**config.mk**
```make
export PLATFORM = sky130hd
export DESIGN_NAME = tick_select_top
export DESIGN_NICKNAME = d
export VERILOG_FILES = /design/src/rtl/tick_pkg.sv /design/src/rtl/ext_pin_if.sv /design/src/rtl/ext_pin_sync.sv /design/src/rtl/tick_select_top.sv
export SDC_FILE = /design/constraint.sdc
export NUM_CORES = 1
export LEC_CHECK = 0
export BUFFER_PORTS_ARGS = -buffer_cell sky130_fd_sc_hd__buf_2
export CAP_MARGIN = 25
export CORE_ASPECT_RATIO = 1.4
export CORE_MARGIN = 2
export CORE_UTILIZATION = 50
export DETAILED_ROUTE_END_ITERATION = 6
export PLACE_DENSITY = 0.83
export SLEW_MARGIN = 20
export SYNTH_ARGS = -nofsm -noshare
export SYNTH_HDL_FRONTEND = slang
export SYNTH_SLANG_ARGS = --single-unit
export TNS_END_PERCENT = 100
```
**constraint.sdc**
```tcl
create_clock -name aclk -period 7.8 [get_ports aclk]
set_clock_uncertainty 0.2 [all_clocks]
set_input_delay 1.56 -clock aclk [delete_from_list [all_inputs] [get_ports aclk]]
set_output_delay 1.56 -clock aclk [all_outputs]
set_load 0.005 [all_outputs]
```
**src/rtl/tick_pkg.sv**
```systemverilog
// Purpose: shared constants for the timer tick prescaler and clock select
// Assumes: 32-bit AXI4-Lite register access, one word per register
// Notes:   tick source codes are fixed by the timer clock-select field
package tick_pkg;
	localparam int         ADDR_W         = 8;
	localparam int         NUM_TIMERS     = 3;
	localparam int         SEL_W          = 3;
	localparam int         SEL_STRIDE     = 4;
	localparam int         PRESC_W        = 10;
	localparam int         CNT_W          = 16;
	localparam logic [7:0] CTRL_OFF       = 8'h00;
	localparam logic [7:0] SEL_OFF        = 8'h04;
	localparam logic [7:0] PRESC_OFF      = 8'h08;
	localparam logic [7:0] CNT_OFF        = 8'h10;
	localparam logic [7:0] CNT_STRIDE     = 8'h04;
	localparam int         HOLD_BIT       = 7;
	localparam int         SHARED_PSR_BIT = 0;
	localparam int         OTHER_PSR_BIT  = 1;
	localparam logic [7:0] CTRL_MASK      = 8'h83;
	localparam logic [7:0] CTRL_RESET     = 8'h00;
	localparam logic [11:0] SEL_MASK      = 12'h777;
	localparam logic [11:0] SEL_RESET     = 12'h000;
	localparam logic [CNT_W-1:0] CNT_RESET = 16'h0000;
	localparam int         DIV8_LOG2      = 3;
	localparam int         DIV64_LOG2     = 6;
	localparam int         DIV256_LOG2    = 8;
	localparam int         DIV1024_LOG2   = 10;
	localparam logic [1:0] RESP_OKAY      = 2'b00;
	localparam logic [1:0] RESP_SLVERR    = 2'b10;

	typedef enum logic [2:0] {
		SEL_STOP     = 3'b000,
		SEL_DIRECT   = 3'b001,
		SEL_DIV8     = 3'b010,
		SEL_DIV64    = 3'b011,
		SEL_DIV256   = 3'b100,
		SEL_DIV1024  = 3'b101,
		SEL_EXT_FALL = 3'b110,
		SEL_EXT_RISE = 3'b111
	} tick_src_t;
endpackage : tick_pkg

```
**src/rtl/ext_pin_if.sv**
```systemverilog
// Purpose: carries count pins and detected edges between top and synchroniser
// Assumes: one pin per timer
// Notes:   ce freezes the synchroniser together with the rest of the block
`timescale 1ns/1ns
interface ext_pin_if;
	logic [tick_pkg::NUM_TIMERS-1:0] pin;
	logic                            ce;
	logic [tick_pkg::NUM_TIMERS-1:0] rise;
	logic [tick_pkg::NUM_TIMERS-1:0] fall;
	modport sync (input pin, input ce, output rise, output fall);
	modport user (output pin, output ce, input rise, input fall);
endinterface : ext_pin_if

```
**src/rtl/ext_pin_sync.sv**
```systemverilog
// Purpose: samples the external count pins and detects their edges
// Assumes: pins synchronous to aclk; half periods longer than one cycle
// Notes:   edge pulse is high three edges after the pin change
`timescale 1ns/1ns
module ext_pin_sync (
	// clock and reset
	input wire logic aclk,
	input wire logic aresetn,
	// pins in, edges out
	ext_pin_if.sync  port
);
	import tick_pkg::*;

	logic [NUM_TIMERS-1:0] stage1;
	logic [NUM_TIMERS-1:0] stage2;
	logic [NUM_TIMERS-1:0] prev;
	logic [NUM_TIMERS-1:0] next_stage1;
	logic [NUM_TIMERS-1:0] next_stage2;
	logic [NUM_TIMERS-1:0] next_prev;

	// first stage stands in for the half-cycle latch of a two-phase sampler
	always_comb begin
		next_stage1 = port.pin;
		next_stage2 = stage1;
		next_prev   = stage2;
	end

	always_ff @(posedge aclk) begin
		if (!aresetn) begin
			stage1 <= '0;
			stage2 <= '0;
			prev   <= '0;
		end else if (port.ce) begin
			stage1 <= next_stage1;
			stage2 <= next_stage2;
			prev   <= next_prev;
		end
	end

	assign port.rise = stage2 & ~prev;
	assign port.fall = ~stage2 & prev;

	for (genvar i = 0; i < NUM_TIMERS; i++) begin : g_chk

	end
endmodule : ext_pin_sync

```
**src/rtl/tick_select_top.sv**
```systemverilog
// Purpose: shared prescaler and tick source select for three timers
// Assumes: AXI4-Lite master; ce low only while the bus is idle
// Notes:   counters are minimal so the ticks can be seen and loaded
// Operation
// select 1 ticks every system clock
// taps divide by 8, 64, 256, 1024
// one free-running prescaler shared by all timers
// first prescaled tick within 1 to N+1
// prescaler reset restarts all timers' division
// pin sampled by synchroniser then edge detector
// select 7 rising edges, 6 falling edges
// counter updates about three cycles after edge
// software toggles external input only when stable
// external clock below half system clock
// external edges bypass the prescaler
// hold bit keeps prescaler resets asserted
// clearing hold bit clears both reset bits
// shared reset bit self-clears unless hold set
// no source selected gives no ticks
// select 0 stops; counter stays accessible
// codes 2..5 pick taps ascending
//
// The register addresses and the AXI4-Lite register port are this design's own decisions.
`timescale 1ns/1ns
module tick_select_top (
	// clock, reset, freeze
	input  wire logic                          aclk,
	input  wire logic                          aresetn,
	input  wire logic                          ce,
	// axi4-lite write address and data
	input  wire logic [tick_pkg::ADDR_W-1:0]   awaddr,
	input  wire logic [2:0]                    awprot,
	input  wire logic                          awvalid,
	output logic                               awready,
	input  wire logic [31:0]                   wdata,
	input  wire logic [3:0]                    wstrb,
	input  wire logic                          wvalid,
	output logic                               wready,
	// axi4-lite write response
	output logic [1:0]                         bresp,
	output logic                               bvalid,
	input  wire logic                          bready,
	// axi4-lite read
	input  wire logic [tick_pkg::ADDR_W-1:0]   araddr,
	input  wire logic [2:0]                    arprot,
	input  wire logic                          arvalid,
	output logic                               arready,
	output logic [31:0]                        rdata,
	output logic [1:0]                         rresp,
	output logic                               rvalid,
	input  wire logic                          rready,
	// count pins and tick outputs
	input  wire logic [tick_pkg::NUM_TIMERS-1:0] ext_count_pin,
	output logic [tick_pkg::NUM_TIMERS-1:0]    timer_tick,
	output logic                               other_prescaler_reset
);
	import tick_pkg::*;

	function automatic logic [31:0] merge(input logic [31:0] old, input logic [31:0] nw,
		input logic [3:0] strb);
		logic [31:0] res;
		res = old;
		for (int b = 0; b < 4; b++) begin
			if (strb[b]) begin
				res[b*8 +: 8] = nw[b*8 +: 8];
			end
		end
		return res;
	endfunction : merge

	ext_pin_if pins ();
	assign pins.pin = ext_count_pin;
	assign pins.ce  = ce;

	ext_pin_sync u_sync (
		.aclk    (aclk),
		.aresetn (aresetn),
		.port    (pins.sync)
	);

	logic [7:0]            ctrl;
	logic [7:0]            next_ctrl;
	logic [11:0]           sel_reg;
	logic [11:0]           next_sel;
	logic [31:0]           sel_word;
	logic [PRESC_W-1:0]    presc;
	logic [PRESC_W-1:0]    next_presc;
	logic [CNT_W-1:0]      cnt [NUM_TIMERS];
	logic [NUM_TIMERS-1:0] tick_c;
	logic [NUM_TIMERS-1:0] wr_cnt;
	logic                  wr_fire;
	logic                  wr_ctrl;
	logic                  wr_sel;
	logic                  wr_hit;
	logic                  next_bvalid;
	logic [1:0]            next_bresp;
	logic                  ar_fire;
	logic                  next_rvalid;
	logic [31:0]           next_rdata;
	logic [1:0]            next_rresp;
	logic [31:0]           rd_word;
	logic                  rd_hit;
	logic                  shared_psr;
	logic                  tap8;
	logic                  tap64;
	logic                  tap256;
	logic                  tap1024;

	// both write channels taken together, one write in flight
	assign awready = ce && !bvalid && awvalid && wvalid;
	assign wready  = awready;
	assign wr_fire = awready;
	assign wr_ctrl = wr_fire && awaddr == CTRL_OFF && wstrb[0];
	assign wr_sel  = wr_fire && awaddr == SEL_OFF;

	always_comb begin
		wr_hit = awaddr == CTRL_OFF || awaddr == SEL_OFF || awaddr == PRESC_OFF;
		for (int i = 0; i < NUM_TIMERS; i++) begin
			wr_cnt[i] = wr_fire && awaddr == CNT_OFF + 8'(i * 4);
			if (awaddr == CNT_OFF + 8'(i * 4)) begin
				wr_hit = 1'b1;
			end
		end
		next_bvalid = wr_fire || (bvalid && !bready);
		next_bresp  = bresp;
		if (wr_fire) begin
			next_bresp = wr_hit ? RESP_OKAY : RESP_SLVERR;
		end
	end

	always_ff @(posedge aclk) begin
		if (!aresetn) begin
			bvalid <= 1'b0;
			bresp  <= RESP_OKAY;
		end else if (ce) begin
			bvalid <= next_bvalid;
			bresp  <= next_bresp;
		end
	end

	// control: reset bits drop back unless the hold bit keeps them
	always_comb begin
		next_ctrl = ctrl;
		if (!ctrl[HOLD_BIT]) begin
			next_ctrl[SHARED_PSR_BIT] = 1'b0;
			next_ctrl[OTHER_PSR_BIT]  = 1'b0;
		end
		if (wr_ctrl) begin
			next_ctrl = wdata[7:0] & CTRL_MASK;
		end
		// a function result cannot be part-selected, so merge into a word first
		sel_word = merge({20'h00000, sel_reg}, wdata, wstrb);
		next_sel = sel_reg;
		if (wr_sel) begin
			next_sel = sel_word[11:0] & SEL_MASK;
		end
	end

	always_ff @(posedge aclk) begin
		if (!aresetn) begin
			ctrl    <= CTRL_RESET;
			sel_reg <= SEL_RESET;
		end else if (ce) begin
			ctrl    <= next_ctrl;
			sel_reg <= next_sel;
		end
	end

	assign shared_psr            = ctrl[SHARED_PSR_BIT];
	assign other_prescaler_reset = ctrl[OTHER_PSR_BIT];

	// one counter serves every timer, so a reset shifts all their phases
	always_comb begin
		next_presc = shared_psr ? '0 : presc + 1'b1;
	end

	always_ff @(posedge aclk) begin
		if (!aresetn) begin
			presc <= '0;
		end else if (ce) begin
			presc <= next_presc;
		end
	end

	// taps fire on the last count of each period; held reset halts them
	assign tap8    = !shared_psr && &presc[DIV8_LOG2-1:0];
	assign tap64   = !shared_psr && &presc[DIV64_LOG2-1:0];
	assign tap256  = !shared_psr && &presc[DIV256_LOG2-1:0];
	assign tap1024 = !shared_psr && &presc[DIV1024_LOG2-1:0];

	for (genvar i = 0; i < NUM_TIMERS; i++) begin : g_tim
		tick_src_t      src;
		logic [CNT_W-1:0] next_cnt;
		logic [31:0]      merged;
		logic             tick_one;

		assign src = tick_src_t'(sel_reg[i*SEL_STRIDE +: SEL_W]);

		// one local per timer keeps each tick bit with a single driver
		always_comb begin
			case (src)
				SEL_STOP:     tick_one = 1'b0;
				SEL_DIRECT:   tick_one = 1'b1;
				SEL_DIV8:     tick_one = tap8;
				SEL_DIV64:    tick_one = tap64;
				SEL_DIV256:   tick_one = tap256;
				SEL_DIV1024:  tick_one = tap1024;
				SEL_EXT_FALL: tick_one = pins.fall[i];
				SEL_EXT_RISE: tick_one = pins.rise[i];
				default:      tick_one = 1'b0;
			endcase
		end

		assign tick_c[i] = tick_one;

		// a bus write beats a tick in the same cycle
		always_comb begin
			merged   = merge({16'h0000, cnt[i]}, wdata, wstrb);
			next_cnt = cnt[i];
			if (wr_cnt[i]) begin
				next_cnt = merged[CNT_W-1:0];
			end else if (tick_c[i]) begin
				next_cnt = cnt[i] + 1'b1;
			end
		end

		always_ff @(posedge aclk) begin
			if (!aresetn) begin
				cnt[i] <= CNT_RESET;
			end else if (ce) begin
				cnt[i] <= next_cnt;
			end
		end

	end

	always_ff @(posedge aclk) begin
		if (!aresetn) begin
			timer_tick <= '0;
		end else if (ce) begin
			timer_tick <= tick_c;
		end
	end

	// read channel
	assign arready = ce && !rvalid;
	assign ar_fire = arvalid && arready;

	always_comb begin
		rd_hit  = 1'b1;
		rd_word = 32'h00000000;
		case (araddr)
			CTRL_OFF:  rd_word = {24'h000000, ctrl};
			SEL_OFF:   rd_word = {20'h00000, sel_reg};
			PRESC_OFF: rd_word = {22'h0, presc};
			default:   rd_hit  = 1'b0;
		endcase
		for (int i = 0; i < NUM_TIMERS; i++) begin
			if (araddr == CNT_OFF + 8'(i * 4)) begin
				rd_word = {16'h0000, cnt[i]};
				rd_hit  = 1'b1;
			end
		end
		next_rvalid = ar_fire || (rvalid && !rready);
		next_rdata  = rdata;
		next_rresp  = rresp;
		if (ar_fire) begin
			next_rdata = rd_word;
			next_rresp = rd_hit ? RESP_OKAY : RESP_SLVERR;
		end
	end

	always_ff @(posedge aclk) begin
		if (!aresetn) begin
			rvalid <= 1'b0;
			rdata  <= 32'h00000000;
			rresp  <= RESP_OKAY;
		end else if (ce) begin
			rvalid <= next_rvalid;
			rdata  <= next_rdata;
			rresp  <= next_rresp;
		end
	end
endmodule : tick_select_top

```
Word level (Yosys, flattened, before mapping)
Memory sizes are Yosys's and may differ from the RTL's. Index checks and enable logic that the tools add are counted.

Latch bits: 0. Memories: 1. Bits in registers: 72. Bits in writable memories: 48. Memory bits (read-only): 0.

Memories: cnt (words 3, bits a word 16, rd ports 3, clocked after Yosys merged registers in 0, wr ports 3, RTL line tick_select_top.sv:88) `logic [CNT_W-1:0] cnt [NUM_TIMERS];`.

Shift-type cells: 0. Div/mod/pow operators: 0. Reductions and logical operators: 42. Order comparisons: 0. Add/subtract/negate cells: 4. Mux-type cells: 38. Equality and inequality tests: 32. Bitwise logic cells: 7. Multipliers: 0.

Operators with widths (number): 2-to-1 mux 16 bit (9); 2-to-1 mux 32 bit (3); adder 16 x 1 -> 16 bit (second input constant) (3); == test 8 x 5 -> 1 bit (second input constant) (6); 2-to-1 mux 8 bit (6); == test 3 bit (second input constant) (12); one-hot mux 11 bit (3 select lines) (1); one-hot mux 1 bit (8 select lines) (3); == test 3 x 2 -> 1 bit (second input constant) (6); logical AND 1 bit (17); == test 8 x 3 -> 1 bit (second input constant) (2); == test 8 x 4 -> 1 bit (second input constant) (2); zero test 8 bit (2); 2-to-1 mux 1 bit (11); adder 10 x 1 -> 10 bit (second input constant) (1); 2-to-1 mux 10 bit (1); AND reduction 10 bit (1); == test 3 x 1 -> 1 bit (second input constant) (3); zero test 3 bit (3); AND reduction 3 bit (3); 2-to-1 mux 2 bit (4); AND reduction 2 bit (4); AND reduction 8 bit (1); bitwise AND 3 bit (2); other kinds (7) (17).

Logic depth before layout (Yosys ltp)
Word-level depth: 8. Depth in mapped cells: 8.

Modules after synthesis
From an unflattened synthesis, not the netlist that was laid out.

Cell total of the unflattened synthesis: 668. Area total of the unflattened synthesis: 6107.1 um^2.

Modules (own cells, without submodules): tick_select_top (area each 5731.7 um^2, cells an instance 634, instances 1); ext_pin_sync (area each 375.4 um^2, cells an instance 34, instances 1).

Worst setup path after synthesis
OpenSTA, ideal clock, no wires.

Path type: input-to-output. Start: in ce. End: out wready. Stages: 3. Slack: 4.035 ns. Arrival time: 2.005 ns. Required time: 6.040 ns. Cells stage by stage: and4b_1 buf_6 buf_4.

Word-level cells in the longest chain between the ends: 3.

Ends and longest elaborated chain: start, declared (RTL line tick_select_top.sv:29) `input wire logic ce,`; logical AND 1 bit (3 in series) (RTL line tick_select_top.sv:110) `assign awready = ce && !bvalid && awvalid && wvalid;`; end, declared (RTL line tick_select_top.sv:38) `output logic wready,`.

No other way between the ends.

==> impl_metrics.csv <==
group,metric,value,unit
timing,tightest_slew,1086,ps
drt,postRouteWirelength,17.31,mm
power,p_seq_frac,0.505,
timing,period_share,0.5922,
cells_and_area,postLayoutCoreUtil,0.5690,
timing,setup_viol,0,
cells_and_area,instances_no_fill,895,
clocking,cts_root_buf,"clkbuf_16",
critical_path,cp.arrival,4400,ps
synth,ys_seq_area_frac,0.4151,
cells_and_area,largest_reg_flops,48,
cells_and_area,synthToLayoutAreaGrowth,10.67,%
timing,slew_violations,0,
critical_path,cp-start-kind,"input port",
drt,vias,5519,
cells_and_area,antennaDiodeCount,0,
global_routing,grt_max_degree,40,
clocking,cts_hold_buf,0,
power,powerDensity,176.7,nW/µm²
clocking,cts_resized,0,
critical_path,r2r-start,"bvalid$_SDFFE_PN0P_",
drt,via_per_inst,6.166,
power,power.leakage,2.600,nW
clocking,clk_latency,360,ps
global_routing,gr-total-overflow,0,
floorplan,dieArea,13060,µm²
power,ir_worst_vdd,0.0001189,V
critical_path,rrSetupSlack,4540,ps
synth,yosys.area_share.adder,0.01029,
placement,placedCellCount,878,
drt,routedWlPerCell,19.34,µm
timing,period_needed,4619,ps
timing,setup_tns,0,ps
synth,synth_top_area_frac,0.2372,
clocking,h-tree-depth,3,
floorplan,rows,47,
clocking,cts_tree,"built",
clocking,clkTransAtPathRegs,60,ps
synth,synth-edff-count,48,
outcome,status,"finished, final reports clean",
global_routing,grt_pass1_wl,26.70,mm
critical_path,worstPathMaxFanout,26,
clocking,cts.sinks,102,
synth,netlist_instances,694,
global_routing,groute.usage.overall,0.2617,
clocking,cts_buffers,9,
placement,place_worst_setup_slack,2877,ps
synth,synth_compound_area_frac,0.1863,
synth,synth_simple_gate_area_share,0.2164,
drt,ant_nets,0,
timing,max_freq,216.5,MHz
synth,synth_xor_xnor_area_share,0.06630,
critical_path,worstSetupPathType,"input port to flip-flop",
synth,synth.ff_latch_count,102,
synth,synth_top_family_by_area,"simple AND/OR/NAND/NOR gates",
drt,drc,0,
floorplan,chipWidth,97.18,µm
synth,synth.area.top_cells,"edfxtp_1, dfxtp_1, nor2_1",
worst_hold_path,hp-class,"flip-flop to flip-flop",
cells_and_area,drive_above_1_share,0.1537,
worst_hold_path,hp-start,"timer_tick[0]$_SDFFE_PN0P_",
synth,synth_warnings,0,
synth,ys.flop_type,"dfxtp_1",
drt,drt_iter0_drc,602,
clocking,postCtsSetupRepairBufs,0,
timing,maxSlewHeadroom,0.2761,
power,p_switching,0.0002920,W
synth,synth.largest_area_cell,"edfxtp_1",
floorplan,ios,114,
placement,globalplace.congestion,0.9876,
synth,synthMuxAreaShare,0.04612,
placement,dpl.hpwl,12.66,mm
critical_path,critPathLaunch,"ce",
job,max_cap_viol_count,0,
floorplan,core,11820,µm²
power,power_frac_comb,0.091,
timing,setup_slack,3181,ps
placement,place.port_buffers,71,
drt,firstDrtPassIters,7,
cells_and_area,fin_nets,817,
power,cell_internal_pwr,0.0008962,W
synth,ys_async_sr_fraction,0,
clocking,cts_buffer_depth,2,
floorplan,die_y,134.4,µm
power,clkPwrFrac,0.403,
timing,rsz0062_at_grt,"no",
floorplan,start_util,0.5141,
cells_and_area,largest-register,"cnt",
power,p_sw_frac,0.2457,
cells_and_area,reg_top3,"cnt: 48 flops, rdata: 16 flops, presc: 10 flops",
synth,synth_area_per_cell,8.757,µm²
synth,synth.distinct_cells,62,
synth,netlist_area,6077,µm²
power,finalPower,0.001188,W
critical_path,crit_path_end_kind,"flip-flop",
global_routing,antenna_found_initial,0,
critical_path,cp.required,7580,ps
timing,hold_violations,0,
global_routing,first_global_vias,5229,
## cell usage after synthesis (4+ instances only)
master,n
a211oi_1,18
a211oi_2,9
a21oi_1,56
a22oi_1,10
a31o_2,6
and2_1,6
buf_2,7
buf_4,20
clkbuf_1,24
dfxtp_1,54
edfxtp_1,48
ha_1,5
inv_1,11
mux2i_1,28
nand2_1,53
nand2b_1,5
nand3_1,32
nand4_1,19
nor2_1,102
nor2b_1,6
nor3_1,11
nor4_1,6
o211ai_1,4
o21ai_0,47
or3_1,5
xnor2_1,22
xor2_1,24
## cell families (layout without fill, tap and decap cells)
kind of cell | Yosys count | count (layout)
multiplexers | 28 | 28
other | 1 | 18
buffers and inverters | 67 | 104
flip-flops | 102 | 102
AO/OA/AOI/OAI | 175 | 175
XOR/XNOR | 46 | 46
adder cells (fa/ha/maj) | 5 | 5
AND/OR/NAND/NOR | 270 | 270
## per-layer routing
layer / up-vias / track usage / wire length (µm) / part of all wire
li1: 2585 / - / - / -
met1: 2576 / 0.3069 / 6513 / 0.38
met2: 271 / 0.4383 / 8453 / 0.49
met3: 87 / 0.03648 / 1100 / 0.064
met4: 0 / 0.1886 / 1239 / 0.072
met5: - / 0 / 0 / 0
## cell type report
| cell class | count | area (µm²) |
|---|---|---|
| inverter | 12 | 45.04 |
| multi-input combinational | 542 | 3261 |
| sequential | 102 | 2522 |
| fill | 1068 | 5095 |
| clock buffer | 9 | 225.2 |
| clock inverter | 7 | 87.58 |
| tap | 147 | 183.9 |
| timing repair buffer | 76 | 400.4 |
## cell usage in the layout (no fill, tap or decap), types with 3 or more instances in the layout
| cell | instances |
|---|---|
| nor2_1 | 102 |
| buf_2 | 71 |
| a21oi_1 | 56 |
| dfxtp_1 | 54 |
| nand2_1 | 53 |
| edfxtp_1 | 48 |
| o21ai_0 | 47 |
| nand3_1 | 32 |
| mux2i_1 | 28 |
| xor2_1 | 24 |
| xnor2_1 | 22 |
| nand4_1 | 19 |
| a211oi_1 | 18 |
| conb_1 | 18 |
| nor3_1 | 11 |
| inv_1 | 11 |
| a22oi_1 | 10 |
| a211oi_2 | 9 |
| clkbuf_16 | 9 |
| nor4_1 | 6 |
| nor2b_1 | 6 |
| and2_1 | 6 |
| a31o_2 | 6 |
| or3_1 | 5 |
| nand2b_1 | 5 |
| ha_1 | 5 |
| o211ai_1 | 4 |
| buf_4 | 4 |
| and4_1 | 3 |
| o211a_1 | 3 |
| or2_2 | 3 |
| a21o_1 | 3 |
## path summary, 6_finish.rpt
check | to | depth (start not counted)
max reg2reg | cnt[2][7]$_SDFFCE_PN0P_ | 5
min reg2reg | timer_tick[0]$_SDFFE_PN0P_ | 2
min | timer_tick[0]$_SDFFE_PN0P_ | 2
max | cnt[2][7]$_SDFFCE_PN0P_ | 6
## critical path: stages
cell	delay (ps)
buf_2	440
and4b_1	520
nand4_2	190
nand2b_1	630
o211a_1	320
a21oi_1	710
## power groups by stage
stage                      logic, W  registers, W  clock network, W
after global routing       0.000117      0.000603          0.000504
after floorplan           0.0000718      0.000606                 0
after global placement     0.000103      0.000611                 0
after CTS                  0.000106      0.000600          0.000482
after detailed placement   0.000105      0.000612                 0
final                      0.000109      0.000600          0.000479
## per-stage QoR
| stage | area [µm²] | hold slack (ps) |
|---|---|---|
| after floorplan | 6141 | 260.1 |
| after global placement | 6397 | 254.6 |
| after detailed placement | 6397 | 263.4 |
| after CTS | 6710 | 274.7 |
| after global routing | 6725 | 298.6 |
| final | 6725 | 270.8 |
Note: power is estimated with default switching activity, not from simulation.
